$ cat src/rtl/sdcd_pkg.sv
// Shared constants and types of the command decoder and its driver end
package sdcd_pkg;
  localparam int BA_W        = 3;   // Bank lines
  localparam int ADDR_W      = 15;  // Address lines
  localparam int A10_POS     = 10;  // Auto-close / all-banks bit
  localparam int A12_POS     = 12;  // Chop select bit
  localparam int BURST_EIGHT = 4;   // Clock edges of an eight-beat burst
  localparam int BURST_CHOP  = 2;   // Clock edges of a chopped burst
  localparam int CKE_MIN     = 3;   // Least stable clock-enable edges
  localparam logic [4:0] CMD_W = 5'h05; // Width marker of command codes

  // Decoded command kinds
  typedef enum logic [4:0] {
    SDCD_DESELECT      = 5'h00,
    SDCD_IDLE_CMD      = 5'h01,
    SDCD_MODE_REG_WRITE= 5'h02,
    SDCD_REFRESH       = 5'h03,
    SDCD_SR_ENTRY      = 5'h04,
    SDCD_SR_EXIT       = 5'h05,
    SDCD_PD_ENTRY      = 5'h06,
    SDCD_PD_EXIT       = 5'h07,
    SDCD_OPEN_ROW      = 5'h08,
    SDCD_CLOSE_BANK    = 5'h09,
    SDCD_CLOSE_ALL     = 5'h0A,
    SDCD_STORE         = 5'h0B,
    SDCD_READ          = 5'h0C,
    SDCD_ZQ_LONG       = 5'h0D,
    SDCD_ZQ_SHORT      = 5'h0E,
    SDCD_RESERVED      = 5'h0F
  } sdcd_cmd_t;

  // Power state of the decoder, one-hot
  typedef enum logic [2:0] {
    SDCD_ST_ACTIVE = 3'h1,
    SDCD_ST_PDOWN  = 3'h2,
    SDCD_ST_SREF   = 3'h4
  } sdcd_state_t;
endpackage

$ cat src/rtl/sdcd_if.sv
// Command and address pins between controller and decoder
`timescale 1ns/1ps
interface sdcd_if;
  import sdcd_pkg::*;
  logic              cs_n;     // Chip select, low active
  logic              ras_n;    // Row strobe, low active
  logic              cas_n;    // Column strobe, low active
  logic              we_n;     // Write strobe, low active
  logic              cke;      // Clock enable
  logic              term_ctl; // Termination control
  logic [BA_W-1:0]   ba;       // Bank lines
  logic [ADDR_W-1:0] addr;     // Address lines
  modport ctrl (output cs_n, ras_n, cas_n, we_n, cke, term_ctl, ba, addr);
  modport dev  (input  cs_n, ras_n, cas_n, we_n, cke, term_ctl, ba, addr);
endinterface

$ cat src/rtl/sdcd_decoder.sv
// Device end: samples command pins each edge and classifies them
`timescale 1ns/1ps
module sdcd_decoder
  import sdcd_pkg::*;
(
  input  wire logic              mclk,          // System clock
  input  wire logic              reset_n,       // Reset, low active
  sdcd_if.dev                    pins,          // Command pins
  output logic [4:0]             cmd_code,      // Decoded command
  output logic                   cmd_valid,     // One cycle per new command
  output logic [BA_W-1:0]        cmd_bank,      // Bank or mode register
  output logic [ADDR_W-1:0]      cmd_addr,      // Row, column or op code
  output logic                   cmd_autoclose, // Close bank after burst
  output logic                   cmd_chop,      // Chopped burst chosen
  output logic                   burst_busy,    // Burst in flight
  output logic                   pdown,         // In power-down
  output logic                   sref,          // In self-refresh
  output logic                   refresh_act,   // Array refresh allowed
  output logic                   term_en        // Termination usable
);
  /////////////////////////////////////////////////////////////////
  // Strobe map used below, as {cs_n, ras_n, cas_n, we_n}:
  //   1xxx  deselect, nothing new starts
  //   0111  idle command, running work carries on
  //   0000  mode register write, ba picks the register
  //   0001  refresh, or self-refresh entry when cke falls and no burst runs
  //   0010  bank close, A10 high closes every bank
  //   0011  open row, row on the address lines
  //   0100  store, A10 auto-close, A12 burst length
  //   0101  read, same address use as store
  //   0110  impedance calibration, A10 picks long or short
  // Clock-enable pairs (previous edge, this edge):
  //   11    ordinary decode of the map above
  //   10    entry into power-down or self-refresh
  //   01    exit back to the active state
  //   00    low-power state held, pins ignored
  // Anything not listed is classed as reserved and starts nothing.
  //
  // Hazards a user must know:
  //   The first edge after reset sees cke low twice and is reserved.
  //   Raising cke after reset is reported as a power-down exit.
  //   A command that lands mid-burst is reported (self-refresh entry is classed reserved), but the burst
  //   counter is not restarted, so the running burst completes.
  //   Self-refresh exit needs only cke high with idle or deselect;
  //   no run of clock edges is needed before it is seen.
  //   Termination control is never looked at by the decode.
  /////////////////////////////////////////////////////////////////
  // Pin view, fixed or on-the-fly burst length
  logic         otf_en_reg;    // On-the-fly length enabled by mode write
  logic         cke_prev_reg;  // Clock enable of previous edge
  logic [3:0]   burst_cnt_reg; // Remaining burst edges
  logic [3:0]   burst_cnt_next;
  sdcd_state_t  state_reg;     // Power state
  sdcd_state_t  state_next;

  wire is_quiet  = pins.cs_n | (pins.ras_n & pins.cas_n & pins.we_n);
  wire sel       = ~pins.cs_n;
  wire hh        = cke_prev_reg & pins.cke;          // Enable high both edges
  wire hl        = cke_prev_reg & ~pins.cke;         // Falling clock enable
  wire lh        = ~cke_prev_reg & pins.cke;         // Rising clock enable
  wire a10       = pins.addr[A10_POS];               // Auto-close or all-banks
  wire a12       = pins.addr[A12_POS];               // Burst length choice
  wire is_mwr    = sel & ~pins.ras_n & ~pins.cas_n & ~pins.we_n;
  wire is_ref    = sel & ~pins.ras_n & ~pins.cas_n & pins.we_n;
  wire is_pre    = sel & ~pins.ras_n & pins.cas_n & ~pins.we_n;
  wire is_row    = sel & ~pins.ras_n & pins.cas_n & pins.we_n;
  wire is_wr     = sel & pins.ras_n & ~pins.cas_n & ~pins.we_n;
  wire is_rd     = sel & pins.ras_n & ~pins.cas_n & pins.we_n;
  wire is_zq     = sel & pins.ras_n & pins.cas_n & ~pins.we_n;
  wire in_active = (state_reg == SDCD_ST_ACTIVE);
  wire chop_sel  = otf_en_reg & ~a12;

  /////////////////////////////////////////////////////////////////
  // Command classification; term_ctl takes no part
  // Low-power states are looked at first, since there the strobes
  // only matter for the exit; then clock-enable edges, and last the
  // full map with clock enable high on both edges.
  logic [4:0] code_sel;
  always_comb begin
    code_sel = SDCD_RESERVED;
    if (state_reg == SDCD_ST_SREF) begin
      // Exit seen on clock enable high with idle or deselect, no free-running clock needed
      code_sel = (pins.cke && is_quiet) ? SDCD_SR_EXIT : SDCD_RESERVED;
    end else if (state_reg == SDCD_ST_PDOWN) begin
      code_sel = (lh && is_quiet) ? SDCD_PD_EXIT : SDCD_RESERVED;
    end else if (hl && is_ref && burst_cnt_reg == 4'h0) begin
      code_sel = SDCD_SR_ENTRY;
    end else if (hl && is_quiet) begin
      code_sel = SDCD_PD_ENTRY;
    end else if (in_active && lh && is_quiet) begin
      // Clock enable raised after reset counts as a power-down exit
      code_sel = SDCD_PD_EXIT;
    end else if (!hh) begin
      code_sel = SDCD_RESERVED;                      // Other edge cases
    end else if (pins.cs_n) begin
      code_sel = SDCD_DESELECT;
    end else if (is_quiet) begin
      code_sel = SDCD_IDLE_CMD;
    end else if (is_mwr) begin
      code_sel = SDCD_MODE_REG_WRITE;
    end else if (is_ref) begin
      code_sel = SDCD_REFRESH;
    end else if (is_pre) begin
      code_sel = a10 ? SDCD_CLOSE_ALL : SDCD_CLOSE_BANK;
    end else if (is_row) begin
      code_sel = SDCD_OPEN_ROW;
    end else if (is_wr) begin
      code_sel = SDCD_STORE;
    end else if (is_rd) begin
      code_sel = SDCD_READ;
    end else if (is_zq) begin
      code_sel = a10 ? SDCD_ZQ_LONG : SDCD_ZQ_SHORT;
    end
  end

  wire starts_burst = (code_sel == SDCD_STORE) || (code_sel == SDCD_READ);
  wire [3:0] burst_len = chop_sel ? 4'(BURST_CHOP) : 4'(BURST_EIGHT);

  /////////////////////////////////////////////////////////////////
  // Burst counter: nothing cuts a running burst short
  // The counter loads only from zero, so a read or store that lands
  // mid-burst is reported but cannot restart or shorten the burst.
  // Counts are in clock edges; chopped bursts take half as many.
  always_comb begin
    burst_cnt_next = burst_cnt_reg;
    if (burst_cnt_reg != 4'h0) begin
      burst_cnt_next = burst_cnt_reg - 4'h1;
    end else if (starts_burst) begin
      burst_cnt_next = burst_len - 4'h1;
    end
  end

  // Power state moves
  // Only entry and exit codes move the state; every other code,
  // reserved ones too, leaves it where it is.
  always_comb begin
    state_next = state_reg;
    case (code_sel)
      SDCD_SR_ENTRY: state_next = SDCD_ST_SREF;
      SDCD_PD_ENTRY: state_next = SDCD_ST_PDOWN;
      SDCD_SR_EXIT,
      SDCD_PD_EXIT:  state_next = SDCD_ST_ACTIVE;
      default:       state_next = state_reg;
    endcase
  end

  /////////////////////////////////////////////////////////////////
  // State registers; reset does not wait for anything
  // Clock enable is remembered low after reset, matching the
  // controller, so no false falling edge follows reset.
  always_ff @(posedge mclk or negedge reset_n) begin
    if (!reset_n) begin
      state_reg     <= SDCD_ST_ACTIVE;
      cke_prev_reg  <= 1'b0;
      burst_cnt_reg <= 4'h0;
      otf_en_reg    <= 1'b1;
    end else begin
      state_reg     <= state_next;
      cke_prev_reg  <= pins.cke;
      burst_cnt_reg <= burst_cnt_next;
      // Mode register zero picks fixed or on-the-fly length
      if (code_sel == SDCD_MODE_REG_WRITE && pins.ba == '0) begin
        otf_en_reg <= pins.addr[0] & pins.addr[1];
      end
    end
  end

  // Output registers
  // Level flags follow the next power state so that they change on
  // the same edge as the matching cmd_code. The address side outputs
  // hold their last value between commands.
  wire new_cmd = (code_sel != SDCD_RESERVED) && (code_sel != SDCD_DESELECT)
                 && (code_sel != SDCD_IDLE_CMD);
  always_ff @(posedge mclk or negedge reset_n) begin
    if (!reset_n) begin
      cmd_code      <= SDCD_DESELECT;
      cmd_valid     <= 1'b0;
      cmd_bank      <= '0;
      cmd_addr      <= '0;
      cmd_autoclose <= 1'b0;
      cmd_chop      <= 1'b0;
      burst_busy    <= 1'b0;
      pdown         <= 1'b0;
      sref          <= 1'b0;
      refresh_act   <= 1'b1;
      term_en       <= 1'b1;
    end else begin
      cmd_code      <= code_sel;
      cmd_valid     <= new_cmd;
      if (new_cmd) begin
        cmd_bank      <= pins.ba;
        cmd_addr      <= pins.addr;
        cmd_autoclose <= starts_burst & a10;
        cmd_chop      <= starts_burst & chop_sel;
      end
      burst_busy    <= (burst_cnt_next != 4'h0);
      pdown         <= (state_next == SDCD_ST_PDOWN);
      sref          <= (state_next == SDCD_ST_SREF);
      refresh_act   <= (state_next != SDCD_ST_PDOWN);
      term_en       <= (state_next != SDCD_ST_SREF);
    end
  end
endmodule

$ cat src/flat_wrapper.sv
// flat-port wrapper written by rule: the top's interface ports become plain ports
module sdcd_decoder_flat import sdcd_pkg::*;
  (mclk, reset_n, cmd_code, cmd_valid, cmd_bank, cmd_addr, cmd_autoclose, cmd_chop, burst_busy, pdown, sref, refresh_act, term_en, pins_cs_n, pins_ras_n, pins_cas_n, pins_we_n, pins_cke, pins_term_ctl, pins_ba, pins_addr);
  sdcd_if pins_i ();
  input  wire logic mclk;
  input  wire logic reset_n;
  output logic [4:0] cmd_code;
  output logic cmd_valid;
  output logic [BA_W-1:0] cmd_bank;
  output logic [ADDR_W-1:0] cmd_addr;
  output logic cmd_autoclose;
  output logic cmd_chop;
  output logic burst_busy;
  output logic pdown;
  output logic sref;
  output logic refresh_act;
  output logic term_en;
  input wire logic [$bits(pins_i.cs_n)-1:0] pins_cs_n;
  input wire logic [$bits(pins_i.ras_n)-1:0] pins_ras_n;
  input wire logic [$bits(pins_i.cas_n)-1:0] pins_cas_n;
  input wire logic [$bits(pins_i.we_n)-1:0] pins_we_n;
  input wire logic [$bits(pins_i.cke)-1:0] pins_cke;
  input wire logic [$bits(pins_i.term_ctl)-1:0] pins_term_ctl;
  input wire logic [$bits(pins_i.ba)-1:0] pins_ba;
  input wire logic [$bits(pins_i.addr)-1:0] pins_addr;
  assign pins_i.cs_n = pins_cs_n;
  assign pins_i.ras_n = pins_ras_n;
  assign pins_i.cas_n = pins_cas_n;
  assign pins_i.we_n = pins_we_n;
  assign pins_i.cke = pins_cke;
  assign pins_i.term_ctl = pins_term_ctl;
  assign pins_i.ba = pins_ba;
  assign pins_i.addr = pins_addr;
  sdcd_decoder u_core (.mclk(mclk), .reset_n(reset_n), .pins(pins_i), .cmd_code(cmd_code), .cmd_valid(cmd_valid), .cmd_bank(cmd_bank), .cmd_addr(cmd_addr), .cmd_autoclose(cmd_autoclose), .cmd_chop(cmd_chop), .burst_busy(burst_busy), .pdown(pdown), .sref(sref), .refresh_act(refresh_act), .term_en(term_en));
endmodule
$ cat config.mk
export PLATFORM = sky130hd
export DESIGN_NAME = sdcd_decoder_flat
export DESIGN_NICKNAME = d
export VERILOG_FILES = /design/src/rtl/sdcd_pkg.sv /design/src/rtl/sdcd_if.sv /design/src/rtl/sdcd_decoder.sv /design/src/flat_wrapper.sv
export SDC_FILE = /design/constraint.sdc
export NUM_CORES = 1
export LEC_CHECK = 0
export CORE_UTILIZATION = 45
export DETAILED_ROUTE_END_ITERATION = 6
export DONT_BUFFER_PORTS = 1
export GPL_TIMING_DRIVEN = 0
export SYNTH_ARGS = -nofsm -noshare
export SYNTH_HDL_FRONTEND = slang
export SYNTH_SLANG_ARGS = --single-unit
$ cat constraint.sdc
create_clock -name mclk -period 2.7 [get_ports mclk]
set_clock_uncertainty 0.05 [all_clocks]
set_input_delay 0.54 -clock mclk [delete_from_list [all_inputs] [get_ports mclk]]
set_output_delay 0.54 -clock mclk [all_outputs]
set_load 0.05 [all_outputs]
# After elaboration in Yosys (flattened, before gate mapping)
# Index checks and enable logic that the tools add are counted.
word_totals:
  reg_bits: 40
  inputBits: 26
  out_inout_bits: 31
  word_cells: 103
op_classes:
  bitwise: 30
  n_eq_ne: 16
  addsub: 2
  muxes: 23
  reduce_logical: 17
op_table:
  columns: ["op", "count"]
  rows:
  - ["5-bit 2-to-1 mux", 15]
  - ["1-bit bitwise AND", 22]
  - ["5-bit by 3-bit == test with 1-bit output (second input constant)", 4]
  - ["4-bit 2-to-1 mux", 4]
  - ["5-bit by 4-bit == test with 1-bit output (second input constant)", 2]
  - ["1-bit logical AND", 10]
  - ["3-bit one-hot mux with 3 select lines", 1]
  - ["4-bit nonzero test", 2]
  - ["4-bit by 1-bit subtractor with 4-bit output (second input constant)", 2]
  - ["1-bit inverter", 7]
  - ["3-bit by 2-bit == test with 1-bit output (second input constant)", 2]
  - ["3-bit == test (second input constant)", 2]
  - ["5-bit by 2-bit == test with 1-bit output (second input constant)", 1]
  - ["5-bit by 1-bit inequality test with 1-bit output (second input constant)", 1]
  - ["5-bit by 4-bit inequality test with 1-bit output (second input constant)", 1]
  - ["5-bit nonzero test", 1]
  - ["4-bit zero test", 1]
  - ["2-bit 2-to-1 mux", 2]
  - ["3-bit by 1-bit == test with 1-bit output (second input constant)", 1]
  - ["3-bit zero test", 1]
  - ["3-bit 2-to-1 mux", 1]
  - ["3-bit by 2-bit inequality test with 1-bit output (second input constant)", 1]
  - ["3-bit inequality test (second input constant)", 1]
  - ["2-bit OR reduction", 1]
  - ["other kinds (2)", 2]

# Depth between registers and ports, before layout
logic_depth:
  word_depth: 24
  ltp_mapped: 10
  mapped_depth_nobuf: 9

# Worst setup path before layout
# No wires, ideal clock.
synth_path:
  path_kind: "input port to flip-flop"
  start: "input pins_we_n"
  end: "register u_core.burst_busy"
  t_arrival_ps: 2432
  path_stages: 8
  t_required_ps: 2511
  n_path_buf: 1
  setup_slack_ps: 80
  setup_ps: 139
  cell_sequence: "buf_2 -> o211a_1 -> a2111o_1 -> o22ai_1 -> a32o_1 -> nand4_2 -> mux2i_1 -> or4_1"
synth_between:
  elab_chain_cells: 22
  word_cells_on_any_way: 39
  classes_between: "eq/ne (2); mux (19); bitwise (10); reduce/logical (8)"
synth_lines:
  columns: ["item", "line", "source"]
  rows:
  - ["from (decl)", "flat_wrapper.sv:21", "input wire logic [$bits(pins_i.we_n)-1:0] pins_we_n;"]
  - ["1-bit inverter", null, null]
  - ["1-bit bitwise AND", "sdcd_decoder.sv:69", "wire is_zq = sel & pins.ras_n & pins.cas_n & ~pins.we_n;"]
  - ["5-bit 2-to-1 mux", "sdcd_decoder.sv:111", "end else if (is_zq) begin"]
  - ["5-bit 2-to-1 mux", "sdcd_decoder.sv:109", "end else if (is_rd) begin"]
  - ["5-bit 2-to-1 mux", "sdcd_decoder.sv:107", "end else if (is_wr) begin"]
  - ["5-bit 2-to-1 mux", "sdcd_decoder.sv:105", "end else if (is_row) begin"]
  - ["5-bit 2-to-1 mux", "sdcd_decoder.sv:103", "end else if (is_pre) begin"]
  - ["5-bit 2-to-1 mux", "sdcd_decoder.sv:101", "end else if (is_ref) begin"]
  - ["(+6 left out)", null, null]
  - ["5-bit 2-to-1 mux", "sdcd_decoder.sv:86", "end else if (hl && is_ref && burst_cnt_reg == 4'h0) begin"]
  - ["5-bit 2-to-1 mux", "sdcd_decoder.sv:84", "end else if (state_reg == SDCD_ST_PDOWN) begin"]
  - ["5-bit 2-to-1 mux (*)", "sdcd_decoder.sv:81", "if (state_reg == SDCD_ST_SREF) begin"]
  - ["5-bit by 4-bit == test with 1-bit output", "sdcd_decoder.sv:116", "wire starts_burst = (code_sel == SDCD_STORE) || (code_sel == SDCD_READ);"]
  - ["1-bit logical OR (*)", "sdcd_decoder.sv:116", null]
  - ["4-bit 2-to-1 mux (*)", "sdcd_decoder.sv:128", "end else if (starts_burst) begin"]
  - ["4-bit 2-to-1 mux (*)", "sdcd_decoder.sv:126", "if (burst_cnt_reg != 4'h0) begin"]
  - ["4-bit nonzero test (*)", "sdcd_decoder.sv:196", "burst_busy <= (burst_cnt_next != 4'h0);"]
  - ["to (signal assigned)", "sdcd_decoder.sv:196", null]
  - ["to (decl)", "sdcd_decoder.sv:15", "output logic burst_busy,"]
# Mark *: on every way between the ends. The rest lies on a longest branch, timed or not.
# A chain may end at the register's enable or synchronous reset.

# Worst setup path after layout
layout_path:
  start: "register u_core.burst_cnt_reg[1]"
  end: "register u_core.cmd_addr[7]"
layout_between:
  elab_chain_cells: 8
  word_cells_on_any_way: 10
  classes_between: "eq/ne (2); mux (3); reduce/logical (5)"
layout_lines:
  columns: ["item", "line", "source"]
  rows:
  - ["from (decl)", "sdcd_decoder.sv:51", "logic [3:0] burst_cnt_reg;"]
  - ["from (signal assigned)", "sdcd_decoder.sv:160", "burst_cnt_reg <= burst_cnt_next;"]
  - ["4-bit zero test (*)", "sdcd_decoder.sv:86", null]
  - ["1-bit logical AND (*)", "sdcd_decoder.sv:86", null]
  - ["5-bit 2-to-1 mux (*)", "sdcd_decoder.sv:86", null]
  - ["5-bit 2-to-1 mux (*)", "sdcd_decoder.sv:84", null]
  - ["5-bit 2-to-1 mux (*)", "sdcd_decoder.sv:81", null]
  - ["5-bit by 4-bit inequality test with 1-bit output / 5-bit nonzero test (equally long branches)", "sdcd_decoder.sv:172", "wire new_cmd = (code_sel != SDCD_RESERVED) && (code_sel != SDCD_DESELECT)"]
  - ["1-bit logical AND", "sdcd_decoder.sv:172", null]
  - ["1-bit logical AND (*)", "sdcd_decoder.sv:173", "&& (code_sel != SDCD_IDLE_CMD);"]
  - ["to (signal assigned)", "sdcd_decoder.sv:192", "cmd_addr <= pins.addr;"]
  - ["to (decl)", "sdcd_decoder.sv:12", "output logic [ADDR_W-1:0] cmd_addr,"]
# Marks and branches as above.

==> qor.txt <==
Crit Path Category = flop to flop
CP Max Fanout = 7
slew at the pin closest to its max-slew limit = 0.632 ns
WP buf/inv = 4
pin count of the biggest net entering global routing = 36
mux share of post-synthesis cell area = 0.134
core area = 0.00403 mm²
Post-Synth XOR/XNOR Area = 0.0137
Die W = 67.2 µm
row cnt = 23
CTS tree = done
gr usage total = 0.202
drt first pass iters = 4
number of flip-flops in the largest register = 15
Post-Synth Adder-Cell Area = 0.00654
Total Routed Length = 4370 µm
H-tree depth = 2
Synth Warn # = 0
Post-synth top flop = dfrtp_1
diode count = 0
Fin. Hold Viols = 0
starting density of the core = 0.475
Die Height = 67.2 µm
RSZ-0062 raised after global routing = no
most frequent cells in the layout = dfrtp_1, mux2_2, inv_1, buf_4, nand2_1
complex-gate fraction of the synthesized area = 0.133
placed inst area = 0.00197 mm²
Syn Nets = 200
worst skew pair latency = 0.29 ns
slowest CP cell = dfrtp_1
count of different cell masters after synthesis = 49
routed vias = 1390
clock-pin slew of the registers on the worst-case setup and hold paths = 0.08 ns
crit path capture type = flop
max incr delay on CP = 0.36 ns
post-synth top area cell = dfrtp_1
CP required = 2.82 ns
# setup viols final = 0
cts bufs inserted = 5
share of cells above drive strength 1 = 0.344
status = completed
most common cell after layout, fill and taps aside = dfrtp_1
final slew viol count = 0
CTS root buf = clkbuf_8
post-DP HPWL = 2910 µm
flop2flop setup slack = 0.15 ns
DRC viols = 0
Peak VDD IR = 775 µV
mapped cell area = 0.00191 mm²
Final min period = 2.55 ns
Multi-input gate area = 905 µm²
relative slew slack = 0.577
Final ANT Viol Nets = 0
Max Buffers Root-to-Sink = 2
synthesized flop and latch total = 39
Worst Hold Class = input pin to async pin
register area share after synthesis = 0.513
crit path DAT = 2.68 ns
Synth top area share = 0.458
initial antenna violation count = 0
register cell area after layout = 981 µm²
Final Util = 0.572
WL per Instance = 18.0 µm
largest cells by area after synthesis = dfrtp_1, mux2_2, dfstp_2, inv_1, nand2_1
die area = 0.00451 mm²
Max-Cap Viols = 0
simple logic cell fraction of the synthesized area = 0.141
vias per cell = 5.74
largest family of logic cells by synthesized area = simple AND/OR/NAND/NOR gates
Post-synth ARST share = 1.00
Gate Count Post-Synth = 173
first-pass GRT wire length = 6620 µm
crit-path cells = inv_2 -> ha_4 -> nor3b_4 -> a311oi_2 -> o22ai_2 -> buf_4 -> nor3_1 -> mux2i_4 -> buf_4 -> buf_4 -> mux2_1
PortBufs = 0
CP dominant cell by count = buf_4
CP top delay family = buffers and inverters
total power = 0.00319 W
initial drt markers = 56
period utilisation layout = 0.946
vias in the first global route = 1387
Final Cell Area = 0.00231 mm²
Startpoint Class = flop
routability cong. = 0.799
Avg Inst Size Synth = 11.1 µm²
pwr/cell area = 1380 mW/mm²
nets = 218
Top Ports = 57
gr ovfl total = 0
Leak = 0.994 nW
highest clock rate = 392 MHz
Post-synth EDFFs = 0
P&R area growth vs syn = 20.6%
Sink Count = 39
FILL cells = 354
synth_stat cells, types with 2 or more instances:
library cell / instances
a32o_1: 2
nand3_1: 6
and3_1: 2
inv_1: 15
buf_4: 3
nor3_1: 6
o21a_1: 2
o22ai_1: 4
o21ai_0: 5
a211oi_1: 2
nand2b_1: 2
a21o_1: 2
dfrtp_1: 35
a31oi_1: 5
or2_2: 2
and2_1: 2
a21oi_1: 5
mux2_2: 18
buf_2: 4
o211a_1: 2
mux2_1: 2
xnor2_1: 2
mux2i_1: 3
nand2_1: 9
nor2b_1: 2
o21ai_1: 2
dfstp_2: 4
nor2_1: 4
per-stage QoR:
step	worst slack, ns	cells	hold WS (ns)	setup TNS [ns]
6_report	0.147	242	0.0228	0
2_1_floorplan	0.0797	173	0.194	0
5_1_grt	0.0137	242	0.0219	0
4_1_cts	0.00687	238	0.0315	0
3_3_place_gp	-0.313	223	0.195	-3.46
3_5_place_dp	-0.481	223	0.196	-6.55
per-layer routing:
metal  global-route usage  vias to the layer above  part of all wire
met3               0.0676                        4             0.061
met4               0.0505                        0            0.0092
met2                0.335                       43              0.51
met5                    0                        -                 0
met1                0.252                      687              0.42
li1                     -                      656                 -
worst paths after layout:
check                                        start                 endpoint  cells after the start
setup / recovery           u_core.burst_cnt_reg[1]       u_core.cmd_addr[7]                     11
hold / removal                             reset_n  u_core.burst_cnt_reg[2]                      1
setup reg to reg           u_core.burst_cnt_reg[1]       u_core.cmd_addr[7]                     11
hold reg to reg                  u_core.otf_en_reg        u_core.otf_en_reg                      2
max in group asynchronous                  reset_n      u_core.state_reg[2]                      1
min in group mclk                         pins_cke      u_core.cke_prev_reg                      0
worst reg2reg max path: stages, from the launching register on:
cell and delay [ns]:
dfrtp_1 0.36, inv_2 0.06, ha_4 0.17, nor3b_4 0.16, a311oi_2 0.27, o22ai_2 0.14
buf_4 0.17, nor3_1 0.31, mux2i_4 0.12, buf_4 0.16, buf_4 0.16, mux2_1 0.30
cell families after synthesis:
family / count (synthesis)
other: 1
xor gates and xnor gates: 3
buffers and inverters: 23
DFF: 39
and+or+nand+nor: 46
adders and majority gates: 1
AOI/OAI and AO/OA: 37
muxes: 23
what timing repair did:
action	4_1_cts	5_1_grt
buffers inserted	5	4
endpoints found under the setup margin	28	18
hold endpoints to repair	35	0
gates cloned	1	0
pin swaps	3	3
gates resized for setup	20	6
hold buffers	1	0
power breakdown:
group | total (W) | internal, W | switching [W]
sequential | 0.00163 | 0.000815 | 0.000814
combinational | 0.000991 | 0.000540 | 0.000450
clock | 0.000570 | 0.000369 | 0.000200
layout make-up:
type                    instances  area share
well taps                      50      0.0271
clock buffers                   6      0.0315
inverters                      15      0.0244
multi-input cells             111       0.392
plain buffers                   8      0.0266
clock inverters                 2      0.0260
flip-flops and latches         39       0.425
repair buffers                 11      0.0467
No activity file was read; power rests on OpenSTA's default activity.
